File: src/rtl/err_count_map.svh
`ifndef ERR_COUNT_MAP_SVH
`define ERR_COUNT_MAP_SVH

// Register indexes; the bus byte address is four times the index
`define LINE_HIGH_INDEX 8'h23
`define LINE_LOW_INDEX 8'h24
`define SHARED_HIGH_INDEX 8'h25
`define PATH_LOW_INDEX 8'h26
`define SYNC_LOW_INDEX 8'h27
`define CONTROL_INDEX 8'h30
`define INT_STATUS_INDEX 8'h31
`define INT_MASK_INDEX 8'h32

// Control register fields
`define CTRL_INTERVAL_SEL 0
`define CTRL_B8ZS 1
`define CTRL_ESF 2
`define CTRL_EXZ 3
`define CTRL_FS 4
`define CTRL_SYNC_MODE 5
`define CTRL_WIDTH 6

// Interrupt status fields
`define INT_INTERVAL 0
`define INT_WIDTH 1

// Reset values
`define CONTROL_RESET 6'h00
`define INT_MASK_RESET 1'h0

// Interval timing
`define CLOCK_HZ 100000000
`define LONG_INTERVAL_MS 1000
`define SHORT_INTERVAL_MS 42
`define LONG_INTERVAL_CYCLES (`CLOCK_HZ / 1000 * `LONG_INTERVAL_MS)
`define SHORT_INTERVAL_CYCLES (`CLOCK_HZ / 1000 * `SHORT_INTERVAL_MS)

// Zero-run lengths counted as excessive zeros
`define ZERO_RUN_PLAIN 16
`define ZERO_RUN_B8ZS 8

`endif

File: src/rtl/err_count_pkg.sv
`default_nettype none
package err_count_pkg;

  // Register picked by a bus address; none covers every refused address
  typedef enum logic [3:0] {
    sel_none,
    sel_line_high,
    sel_line_low,
    sel_shared_high,
    sel_path_low,
    sel_sync_low,
    sel_control,
    sel_int_status,
    sel_int_mask
  } reg_sel_type;

  typedef logic [15:0] line_count_type;
  typedef logic [11:0] short_count_type;

endpackage
`default_nettype wire

File: src/rtl/t1_receive_error_counters.sv
// Design decision made here: the APB interface to the registers.
`timescale 1ns/10ps
`default_nettype none
`include "err_count_map.svh"

// Summary of operation
// - All three counts are copied to their readable registers at every interval boundary, one second or 42 ms as the interval select bit picks.
// - Each running counter saturates at its maximum and holds until the next interval restarts it.
// - The line count is 16 bits, high byte at 0x23 and low byte at 0x24.
// - The line counter counts even while receive sync is lost.
// - The line counter counts bipolar violations, excluding B8ZS words when B8ZS is on, plus zero runs of 16 (or 8 with B8ZS) when enabled.
// - The path counter is 12 bits and counts CRC6 errors in ESF or Ft errors in D4.
// - In D4 the Fs option adds Fs errors to the path count; ESF ignores it.
// - The path counter stops while receive sync is lost.
// - Path count bits 11..8 sit in the low nibble of 0x25 and bits 7..0 at 0x26.
// - With sync mode 1 the third counter counts out-of-sync multiframes, even during sync loss.
// - With sync mode 0 the third counter counts Ft (D4) or FPS (ESF) errors and stops during sync loss.
// - The third count is 12 bits, bits 11..8 in the high nibble of 0x25 and bits 7..0 at 0x27.
module t1_receive_error_counters #(
  parameter int unsigned LONG_CYCLES = `LONG_INTERVAL_CYCLES,
  parameter int unsigned SHORT_CYCLES = `SHORT_INTERVAL_CYCLES
) (
  // Clock and reset
  input wire logic pclk,
  input wire logic presetn,
  // APB slave
  input wire logic psel,
  input wire logic penable,
  input wire logic pwrite,
  input wire logic [11:0] paddr,
  input wire logic [31:0] pwdata,
  output logic [31:0] prdata,
  output logic pready,
  output logic pslverr,
  // Receive framer events, one-cycle pulses; receive_sync_lost is a level
  input wire logic bipolar_violation,
  input wire logic b8zs_code_word,
  input wire logic zero_bit,
  input wire logic one_bit,
  input wire logic crc6_error,
  input wire logic ft_error,
  input wire logic fs_error,
  input wire logic fps_error,
  input wire logic multiframe_out_of_sync,
  input wire logic receive_sync_lost,
  // Interval and interrupt
  output logic interval_timer_flag,
  output logic irq
);

  logic [`CTRL_WIDTH-1:0] control;
  logic [`INT_WIDTH-1:0] int_status;
  logic [`INT_WIDTH-1:0] int_mask;
  logic [31:0] timer;
  logic boundary;
  logic [4:0] zero_run;
  logic zero_event;
  logic line_event;
  logic path_event;
  logic sync_event;
  err_count_pkg::line_count_type line_run;
  err_count_pkg::line_count_type line_latched;
  err_count_pkg::short_count_type path_run;
  err_count_pkg::short_count_type path_latched;
  err_count_pkg::short_count_type sync_run;
  err_count_pkg::short_count_type sync_latched;
  err_count_pkg::reg_sel_type sel;
  logic setup;
  logic do_write;
  logic write_ok;
  logic do_read;
  logic [31:0] next_rdata;
  logic next_err;

  function automatic logic [31:0] sat_add(input logic [31:0] value,
                                          input logic [31:0] limit,
                                          input logic event_in);
    if (event_in && value < limit) begin
      sat_add = value + 32'h1;
    end else begin
      sat_add = value;
    end
  endfunction

  // One decode serves the read mux and every write enable
  function automatic err_count_pkg::reg_sel_type reg_select(
      input logic [11:0] addr);
    if (addr[1:0] != 2'b00 || addr[11:10] != 2'b00) begin
      reg_select = err_count_pkg::sel_none;
    end else if (addr[9:2] == `LINE_HIGH_INDEX) begin
      reg_select = err_count_pkg::sel_line_high;
    end else if (addr[9:2] == `LINE_LOW_INDEX) begin
      reg_select = err_count_pkg::sel_line_low;
    end else if (addr[9:2] == `SHARED_HIGH_INDEX) begin
      reg_select = err_count_pkg::sel_shared_high;
    end else if (addr[9:2] == `PATH_LOW_INDEX) begin
      reg_select = err_count_pkg::sel_path_low;
    end else if (addr[9:2] == `SYNC_LOW_INDEX) begin
      reg_select = err_count_pkg::sel_sync_low;
    end else if (addr[9:2] == `CONTROL_INDEX) begin
      reg_select = err_count_pkg::sel_control;
    end else if (addr[9:2] == `INT_STATUS_INDEX) begin
      reg_select = err_count_pkg::sel_int_status;
    end else if (addr[9:2] == `INT_MASK_INDEX) begin
      reg_select = err_count_pkg::sel_int_mask;
    end else begin
      reg_select = err_count_pkg::sel_none;
    end
  endfunction

  // Interval timer
  wire logic [31:0] limit = control[`CTRL_INTERVAL_SEL] ?
    SHORT_CYCLES - 1 : LONG_CYCLES - 1;
  assign boundary = (timer >= limit);

  always_ff @(posedge pclk or negedge presetn) begin
    if (!presetn) begin
      timer <= 32'h0;
    end else if (boundary) begin
      timer <= 32'h0;
    end else begin
      timer <= timer + 32'h1;
    end
  end

  always_ff @(posedge pclk or negedge presetn) begin
    if (!presetn) begin
      interval_timer_flag <= 1'b0;
    end else begin
      interval_timer_flag <= boundary;
    end
  end

  // Excessive-zero run detector; one event per completed run. A control
  // write restarts the run so a partial run never fires under a new length.
  wire logic [4:0] run_len = control[`CTRL_B8ZS] ?
    5'(`ZERO_RUN_B8ZS) : 5'(`ZERO_RUN_PLAIN);
  always_ff @(posedge pclk or negedge presetn) begin
    if (!presetn) begin
      zero_run <= 5'h00;
    end else if (write_ok && sel == err_count_pkg::sel_control) begin
      zero_run <= 5'h00;
    end else if (one_bit) begin
      zero_run <= 5'h00;
    end else if (zero_bit) begin
      if (zero_run + 5'h01 >= run_len) begin
        zero_run <= 5'h00;
      end else begin
        zero_run <= zero_run + 5'h01;
      end
    end
  end
  assign zero_event = control[`CTRL_EXZ] && zero_bit && !one_bit &&
    (zero_run + 5'h01 >= run_len);

  // B8ZS substitution words are not violations when B8ZS is on
  assign line_event = (bipolar_violation &&
    !(control[`CTRL_B8ZS] && b8zs_code_word)) || zero_event;

  assign path_event = !receive_sync_lost &&
    (control[`CTRL_ESF] ? crc6_error :
     (ft_error || (control[`CTRL_FS] && fs_error)));

  assign sync_event = control[`CTRL_SYNC_MODE] ?
    multiframe_out_of_sync :
    (!receive_sync_lost &&
     (control[`CTRL_ESF] ? fps_error : ft_error));

  // Running counters restart on the boundary; a same-cycle event opens the
  // new interval so nothing is lost or counted twice.
  always_ff @(posedge pclk or negedge presetn) begin
    if (!presetn) begin
      line_run <= 16'h0000;
    end else if (boundary) begin
      line_run <= {15'h0000, line_event};
    end else begin
      line_run <= 16'(sat_add({16'h0000, line_run}, 32'hffff,
                              line_event));
    end
  end

  always_ff @(posedge pclk or negedge presetn) begin
    if (!presetn) begin
      path_run <= 12'h000;
    end else if (boundary) begin
      path_run <= {11'h000, path_event};
    end else begin
      path_run <= 12'(sat_add({20'h00000, path_run}, 32'hfff,
                              path_event));
    end
  end

  always_ff @(posedge pclk or negedge presetn) begin
    if (!presetn) begin
      sync_run <= 12'h000;
    end else if (boundary) begin
      sync_run <= {11'h000, sync_event};
    end else begin
      sync_run <= 12'(sat_add({20'h00000, sync_run}, 32'hfff,
                              sync_event));
    end
  end

  // Latched copies hold the previous interval until the next boundary
  always_ff @(posedge pclk or negedge presetn) begin
    if (!presetn) begin
      line_latched <= 16'h0000;
    end else if (boundary) begin
      line_latched <= line_run;
    end
  end

  always_ff @(posedge pclk or negedge presetn) begin
    if (!presetn) begin
      path_latched <= 12'h000;
    end else if (boundary) begin
      path_latched <= path_run;
    end
  end

  always_ff @(posedge pclk or negedge presetn) begin
    if (!presetn) begin
      sync_latched <= 12'h000;
    end else if (boundary) begin
      sync_latched <= sync_run;
    end
  end

  // APB decode: zero-wait, answered in the first access cycle
  assign sel = reg_select(paddr);
  assign setup = psel && !penable;
  assign do_write = psel && penable && pwrite && pready;
  assign do_read = setup && !pwrite;
  assign write_ok = do_write && !pslverr;

  // The line count takes two transfers; software that straddles a boundary
  // gets its two bytes from different intervals
  always_comb begin
    next_rdata = 32'h0;
    next_err = 1'b0;
    case (sel)
      err_count_pkg::sel_line_high: begin
        next_rdata = {24'h0, line_latched[15:8]};
        next_err = pwrite;
      end
      err_count_pkg::sel_line_low: begin
        next_rdata = {24'h0, line_latched[7:0]};
        next_err = pwrite;
      end
      err_count_pkg::sel_shared_high: begin
        next_rdata = {24'h0, sync_latched[11:8],
                      path_latched[11:8]};
        next_err = pwrite;
      end
      err_count_pkg::sel_path_low: begin
        next_rdata = {24'h0, path_latched[7:0]};
        next_err = pwrite;
      end
      err_count_pkg::sel_sync_low: begin
        next_rdata = {24'h0, sync_latched[7:0]};
        next_err = pwrite;
      end
      err_count_pkg::sel_control: begin
        next_rdata = {26'h0, control};
      end
      err_count_pkg::sel_int_status: begin
        next_rdata = {31'h0, int_status};
      end
      err_count_pkg::sel_int_mask: begin
        next_rdata = {31'h0, int_mask};
      end
      default: begin
        next_err = 1'b1;
      end
    endcase
  end

  // pready is registered from the setup cycle so the access phase completes at once
  always_ff @(posedge pclk or negedge presetn) begin
    if (!presetn) begin
      pready <= 1'b0;
    end else begin
      pready <= setup;
    end
  end

  always_ff @(posedge pclk or negedge presetn) begin
    if (!presetn) begin
      pslverr <= 1'b0;
    end else begin
      pslverr <= setup && next_err;
    end
  end

  // Read data holds until the next read, not only for the access cycle
  always_ff @(posedge pclk or negedge presetn) begin
    if (!presetn) begin
      prdata <= 32'h0;
    end else if (do_read) begin
      prdata <= next_rdata;
    end
  end

  always_ff @(posedge pclk or negedge presetn) begin
    if (!presetn) begin
      control <= `CONTROL_RESET;
    end else if (write_ok && sel == err_count_pkg::sel_control) begin
      control <= pwdata[`CTRL_WIDTH-1:0];
    end
  end

  always_ff @(posedge pclk or negedge presetn) begin
    if (!presetn) begin
      int_mask <= `INT_MASK_RESET;
    end else if (write_ok && sel == err_count_pkg::sel_int_mask) begin
      int_mask <= pwdata[`INT_WIDTH-1:0];
    end
  end

  // Set wins over a write-one clear in the same cycle
  always_ff @(posedge pclk or negedge presetn) begin
    if (!presetn) begin
      int_status <= 1'b0;
    end else if (boundary) begin
      int_status[`INT_INTERVAL] <= 1'b1;
    end else if (write_ok && sel == err_count_pkg::sel_int_status &&
                 pwdata[`INT_INTERVAL]) begin
      int_status[`INT_INTERVAL] <= 1'b0;
    end
  end

  always_ff @(posedge pclk or negedge presetn) begin
    if (!presetn) begin
      irq <= 1'b0;
    end else begin
      irq <= |(int_status & int_mask);
    end
  end

endmodule

`default_nettype wire

File: config.mk
export PLATFORM = sky130hd
export DESIGN_NAME = t1_receive_error_counters
export DESIGN_NICKNAME = d
export VERILOG_FILES = /design/src/rtl/err_count_pkg.sv /design/src/rtl/t1_receive_error_counters.sv
export VERILOG_INCLUDE_DIRS = /design/src /design/src/rtl
export SDC_FILE = /design/constraint.sdc
export NUM_CORES = 1
export LEC_CHECK = 0
export BUFFER_PORTS_ARGS = -buffer_cell sky130_fd_sc_hd__buf_2
export CAP_MARGIN = 15
export CORE_MARGIN = 2
export CORE_UTILIZATION = 30
export CTS_BUF_LIST = sky130_fd_sc_hd__clkbuf_4 sky130_fd_sc_hd__clkbuf_8 sky130_fd_sc_hd__clkbuf_16
export DETAILED_ROUTE_END_ITERATION = 8
export PLACE_DENSITY = 0.47
export SETUP_SLACK_MARGIN = 0.15
export SLEW_MARGIN = 0
export SYNTH_ARGS = -nofsm -noshare
export SYNTH_HDL_FRONTEND = slang
export SYNTH_SLANG_ARGS = --single-unit
File: constraint.sdc
create_clock -name pclk -period 2.75 [get_ports pclk]
set_input_delay 0.1375 -clock pclk [delete_from_list [all_inputs] [get_ports pclk]]
set_output_delay 0.1375 -clock pclk [all_outputs]
set_load 0.02 [all_outputs]
# After elaboration in Yosys (flattened, before gate mapping)
# Index checks and enable logic that the tools add are counted.
totals:
  register_bits: 161
  out_inout_bits: 36
  elab_cells: 112
op_classes:
  n_reduce_logical: 40
  order_cmp: 5
  bitwise: 1
  n_eq_ne: 16
  add_sub_neg: 5
  mux: 29
op_table:
  columns: ["operator", "count"]
  rows:
  - ["$eq A8 B6 Y1 const B", 8]
  - ["$pmux W8 S8", 1]
  - ["$mux W12", 4]
  - ["$mux W4", 9]
  - ["$add A32 B1 Y32 const B", 1]
  - ["$ge A32 B27 Y1", 1]
  - ["$mux W16", 2]
  - ["$mux W32", 1]
  - ["$mux W27", 1]
  - ["$mux W5", 5]
  - ["$add A12 B1 Y12 const B", 2]
  - ["$lt A12 B12 Y1 const B", 2]
  - ["$logic_and A1 B1 Y1", 22]
  - ["$add A16 B1 Y16 const B", 1]
  - ["$eq A4 B3 Y1 const B", 4]
  - ["$lt A16 B16 Y1 const B", 1]
  - ["$reduce_bool A2 Y1", 6]
  - ["$eq A4 B2 Y1 const B", 2]
  - ["$logic_not A1 Y1", 6]
  - ["$add A5 B1 Y5 const B", 1]
  - ["$ge A5 B5 Y1", 1]
  - ["$mux W1", 5]
  - ["$reduce_or A5 Y1", 1]
  - ["$eq A4 B1 Y1 const B", 1]
  - ["6 further kinds", 8]

# Depth between registers and ports, before layout
depth:
  word_depth: 15
  mapped_depth: 11

# Worst setup path after synthesis
# OpenSTA, ideal clock, no wires.
synth_timing:
  kind: "reg2reg"
  startpoint: "register control[0]"
  endpoint: "register path_latched[0]"
  stages_incl_launch_ff: 9
  path_slack_ps: 337
  setup_time_ps: 125
  path_buffers: 2
  required_ps: 2625
  arrival_ps: 2288
  path_cell_list: "dfrtp_1 -> ha_1 -> nand3_1 -> or4_1 -> nor4_2 -> a21o_1 -> buf_6 -> buf_12 -> mux2_4"
synth_via:
  elab_chain_cells: 2
synth_lines:
  columns: ["element", "line", "source"]
  rows:
  - ["start, declared", "t1_receive_error_counters.sv:51", "logic [`CTRL_WIDTH-1:0] control;"]
  - ["start signal, assigned", "t1_receive_error_counters.sv:306", "control <= `CONTROL_RESET;"]
  - ["start signal, assigned", "t1_receive_error_counters.sv:308", "control <= pwdata[`CTRL_WIDTH-1:0];"]
  - ["$mux W27", "t1_receive_error_counters.sv:112", "wire logic [31:0] limit = control[`CTRL_INTERVAL_SEL] ?"]
  - ["$ge A32 B27 Y1", "t1_receive_error_counters.sv:114", "assign boundary = (timer >= limit);"]
  - ["end signal, assigned", "t1_receive_error_counters.sv:217", "path_latched <= path_run;"]
  - ["end, declared", "t1_receive_error_counters.sv:64", "err_count_pkg::short_count_type path_latched;"]
# Every way passes these cells.
# A chain may end at the register's enable or synchronous reset.

# Worst setup path after layout
layout_timing:
  startpoint: "register control[0]"
  endpoint: "register sync_latched[11]"
layout_via:
  elab_chain_cells: 2
layout_lines:
  columns: ["element", "line", "source"]
  rows:
  - ["$mux W27", "t1_receive_error_counters.sv:112", null]
  - ["$ge A32 B27 Y1", "t1_receive_error_counters.sv:114", null]
  - ["end signal, assigned", "t1_receive_error_counters.sv:225", "sync_latched <= sync_run;"]
  - ["end, declared", "t1_receive_error_counters.sv:66", "err_count_pkg::short_count_type sync_latched;"]
# Every way passes these cells.

==> results <==
- The flow ran to the end, and the final reports show no timing, DRC or antenna violations.
- The number of clock buffers inserted by TritonCTS is 17.
- The sequential power share is 0.438.
- Setup repair after global routing could not meet its margin everywhere.
- The reg2reg setup slack is approximately 0.27 ns.
- The relative slew slack is 0.5690.
- STA puts the critical path data required time at 3.05 ns.
- The design draws 4.663 mW.
- The number of failing setup endpoints in the final timing report is 0.
- The maximum ir drop on the vdd rail is 0.0003881 V.
- Of the total power, the share spent switching nets is 0.2359.
- The detailed-placement wirelength estimate is 11.27 mm.
- The number of hold violations in the final report is 0.
- The startpoint-to-endpoint class of the critical path is flip-flop to flip-flop.
- Max-cap violations in this run came to 0.
- Summed over all nets, wire length on met3 after detailed routing comes to roughly 500 um.
- In the final timing run, aggregate negative setup slack is 0 ns.
- The top-level port count is 95.
- The top metal layer carrying routed signals is met4.
- For this run, the number of Yosys warnings is 0.
- The final hold slack is 0.02333 ns.
- Dividing the detail-routed wire length by the instance count gives 14.95 um.
- Of the synthesized area, sequential elements account for 0.4799.
- Measured along the x axis, the die boundary spans 158.3 um.
- The count of standard-cell rows is between 50 and 60.
- The internal power of the cells totals 3.563 mW.
- At the end of routability-driven placement, the weighted congestion stood at 0.7738.
- Of the total power, the clock network draws 0.513.
- The number of global-route vias before repair is 4889.
- The endpoint type of the worst setup path is a flip-flop.
- The number of library cell types mapped by synthesis is 58.
- Based on the critical path, the design can be clocked at up to around 400 MHz.
- After detailed routing, the number of vias per cell comes to 4.676.
- The root buffer cell is sky130_fd_sc_hd__clkbuf_16.
- The post-route minimum period is roughly 2.5 ns.
- The clock tree from TritonCTS is done.
- The combinational fraction of design power is 0.049.
- The worst-case clock buffer depth is 2.
- A synthesized cell averages ~11 um^2.
- The number of buffers added on ports is 44.
- The gate count after technology mapping is 628.
- The period utilization is 0.9031.
- The initial antenna violation count is 0.
- The first-pass GRT wire length is roughly 26 mm.
- The worst hold path class is input pin to flip-flop.
- After detailed routing, the total wire length is 15.58 mm.
- The routed length on met1 is roughly 7.1 mm.
- The critical path startpoint category is a flip-flop.
- The standby leakage power is a little under 4 nW.
- The clock latency on the worst-skew pair is approximately 0.42 ns.
- Before antenna repair, the detailed router went through 4 iterations.
- The H-tree was split into 4 levels.
- The layout cell share with drive strength beyond 1 is 0.2407.
- The routed layout has 4872 vias.
- The final layout contains 792 nets.
- For this run, the total global-route usage over all layers was measured as 0.1308.
- The initial utilization of the core area, before any placement, comes to 0.3053.
- Counting the fill cells in the layout gives between 2000 and 2500.
- For this run the aggregate overflow at the end of global routing stands at 0.
- The remaining antenna violation count after routing is 0.
- At the pin with the least slew margin, the transition time is 0.6415 ns.
- The fraction of registers with async set or reset after synthesis is 1.000.
- The number of enable flip-flop cells after synthesis is 0.
- The number of synthesized register bits is 137.
- Clock skew on the completed layout was measured at between 0.008 and 0.009 ns.
- The core region is 23400 um^2.
- Of all nets on the critical path, the largest fanout is 14.
- After routing the design area is about 8500 um^2.
- The commonest register cell after synthesis is sky130_fd_sc_hd__dfrtp_1.
- From synthesis to final layout, the design area changed by 19.11%.
- The maximum number of pins on one net before global-route repair is 68.
- For this design the total switching power over the nets is 1.100 mW.
- The first routing iteration left 246 violations.
- The total count of max-transition violations in the final report came to 0.
- The clock transition time at the flip-flop clock pins of the worst setup and hold paths is 0.06 ns.
- In this run the power density over the cells is between 500 and 600 nW/um^2.
- After detailed placement, the total cell area comes to between 7000 and 8000 um^2.
- The number of antenna repair diodes is 0.
- The die is around 160 um tall.
- The critical path data arrival time is around 2.8 ns.
- The remaining design rule violation count is 0.
- The post-synthesis cell area is 7144 um^2.
- The die covers 25070 um^2.
- The clock sink count is approximately 140.
- The routed design uses 7.739 mm of met2 wire.
==> registers in the layout, indices dropped and copies added, names as in the netlist, 5 cells and up <==
| register | count |
|---|---|
| path_run | 12 |
| zero_run | 5 |
| sync_run | 12 |
| control | 6 |
| sync_latched | 12 |
| line_run | 16 |
| timer | 32 |
| path_latched | 12 |
| line_latched | 16 |
| prdata | 8 |
==> stage by stage <==
stage	setup WS, ns	cells	utilization
final	0.2664	1042	0.3636
after global routing	0.1396	1042	0.3636
after CTS	0.1982	1033	0.3586
after detailed placement	0.1585	993	0.3289
after global placement	0.1583	993	0.3289
after floorplan	0.3373	655	-
==> final timing paths <==
kind                                     to       start  cells past startpoint
setup / recovery           sync_latched[11]  control[0]                      7
min in group asynchronous         timer[15]     presetn                      2
max in group asynchronous        control[5]     presetn                      3
hold reg to reg                    timer[0]    timer[0]                      1
setup reg to reg           sync_latched[11]  control[0]                      7
hold / removal                       pready        psel                      2
==> repair_timing <==
| item | CTS | global route |
|---|---|---|
| buffers inserted | 0 | 8 |
| hold buffers | 8 | 0 |
| cloned | 0 | 1 |
| endpoints found under the setup margin | 2 | 31 |
| pin swaps | 0 | 1 |
| endpoints found under the hold margin | 73 | 0 |
| resized for setup | 1 | 5 |
==> power by group through the flow <==
stage          logic [mW]  registers [mW]  clock network, mW
5_1_grt             0.255            2.04               2.55
3_3_place_gp        0.207            2.08                  0
6_report            0.228            2.04               2.39
4_1_cts             0.222            2.04               2.45
3_5_place_dp        0.213            2.08                  0
2_1_floorplan       0.144            2.08                  0
==> cell usage in the layout, fill, tap and decap left out, types with 21 or more instances in the layout <==
cell                        n
sky130_fd_sc_hd__dfrtp_1  136
sky130_fd_sc_hd__nor2_1    83
sky130_fd_sc_hd__buf_2     43
sky130_fd_sc_hd__nand2_1   41
sky130_fd_sc_hd__xor2_1    40
sky130_fd_sc_hd__conb_1    28
sky130_fd_sc_hd__mux2_4    25
sky130_fd_sc_hd__xnor2_1   23
sky130_fd_sc_hd__mux2_2    22
sky130_fd_sc_hd__ha_1      22
sky130_fd_sc_hd__nand3_1   21
sky130_fd_sc_hd__nand4_1   21
sky130_fd_sc_hd__buf_4     21
==> logic make-up (layout without fill, tap and decap cells) <==
logic type | count (synthesis) | after routing | synth area share
adders and majority gates | 23 | 23 | 0.04028
DFF | 137 | 137 | 0.4799
other | 1 | 28 | 0.0005249
and+or+nand+nor | 223 | 223 | 0.1595
AOI/OAI and AO/OA | 64 | 64 | 0.06288
xor gates and xnor gates | 64 | 64 | 0.07846
buffers and inverters | 55 | 123 | 0.05762
muxes | 61 | 61 | 0.1208
==> cell usage after synthesis (3+ instances only) <==
cell type                  count  area share
sky130_fd_sc_hd__dfrtp_1     137        0.48
sky130_fd_sc_hd__nor2_1       83       0.044
sky130_fd_sc_hd__nand2_1      41       0.022
sky130_fd_sc_hd__xor2_1       40       0.049
sky130_fd_sc_hd__buf_4        27       0.028
sky130_fd_sc_hd__mux2_4       25       0.053
sky130_fd_sc_hd__xnor2_1      24       0.029
sky130_fd_sc_hd__ha_1         23       0.040
sky130_fd_sc_hd__mux2_2       22       0.035
sky130_fd_sc_hd__nand3_1      21       0.015
sky130_fd_sc_hd__nand4_1      21       0.018
sky130_fd_sc_hd__a21oi_1      13      0.0091
sky130_fd_sc_hd__inv_1        12      0.0063
sky130_fd_sc_hd__and3_1       11      0.0096
sky130_fd_sc_hd__o21ai_0      10      0.0070
sky130_fd_sc_hd__a21o_1        9      0.0095
sky130_fd_sc_hd__and4_1        9       0.011
sky130_fd_sc_hd__a22oi_1       8      0.0084
sky130_fd_sc_hd__mux4_2        8       0.025
sky130_fd_sc_hd__nor3_1        8      0.0056
sky130_fd_sc_hd__buf_6         7       0.011
sky130_fd_sc_hd__mux2i_1       6      0.0084
sky130_fd_sc_hd__o21a_1        5      0.0053
sky130_fd_sc_hd__clkbuf_1      4      0.0021
sky130_fd_sc_hd__or3_1         4      0.0035
sky130_fd_sc_hd__a41oi_1       3      0.0037
sky130_fd_sc_hd__buf_12        3      0.0084
sky130_fd_sc_hd__nor3_2        3      0.0042
sky130_fd_sc_hd__nor4_1        3      0.0026
==> worst max-delay path: stages, from the launching register on <==
cell                      delay, ns
sky130_fd_sc_hd__dfrtp_2       0.46
sky130_fd_sc_hd__ha_1          0.31
sky130_fd_sc_hd__nand3_1       0.09
sky130_fd_sc_hd__or4_1         0.50
sky130_fd_sc_hd__nor4_2        0.19
sky130_fd_sc_hd__a21o_4        0.28
sky130_fd_sc_hd__buf_12        0.19
sky130_fd_sc_hd__mux2_2        0.34
==> layer usage <==
layer	GRT usage	vias up
met4	0.04290	0
li1	-	2340
met1	0.1740	2438
met2	0.2124	80
met3	0.02831	14
met5	0	-
==> layout make-up <==
class	instances	area [um^2]	area share
clock buffers	17	425.4	0.04999
flip-flops and latches	137	3430	0.4030
repair buffers	79	580.6	0.06823
clock inverters	15	188.9	0.02220
inverters	12	45.04	0.005293
multi-input cells	463	3441	0.4044
well taps	319	399.1	0.04690
Power figures use the tool's default switching activity.
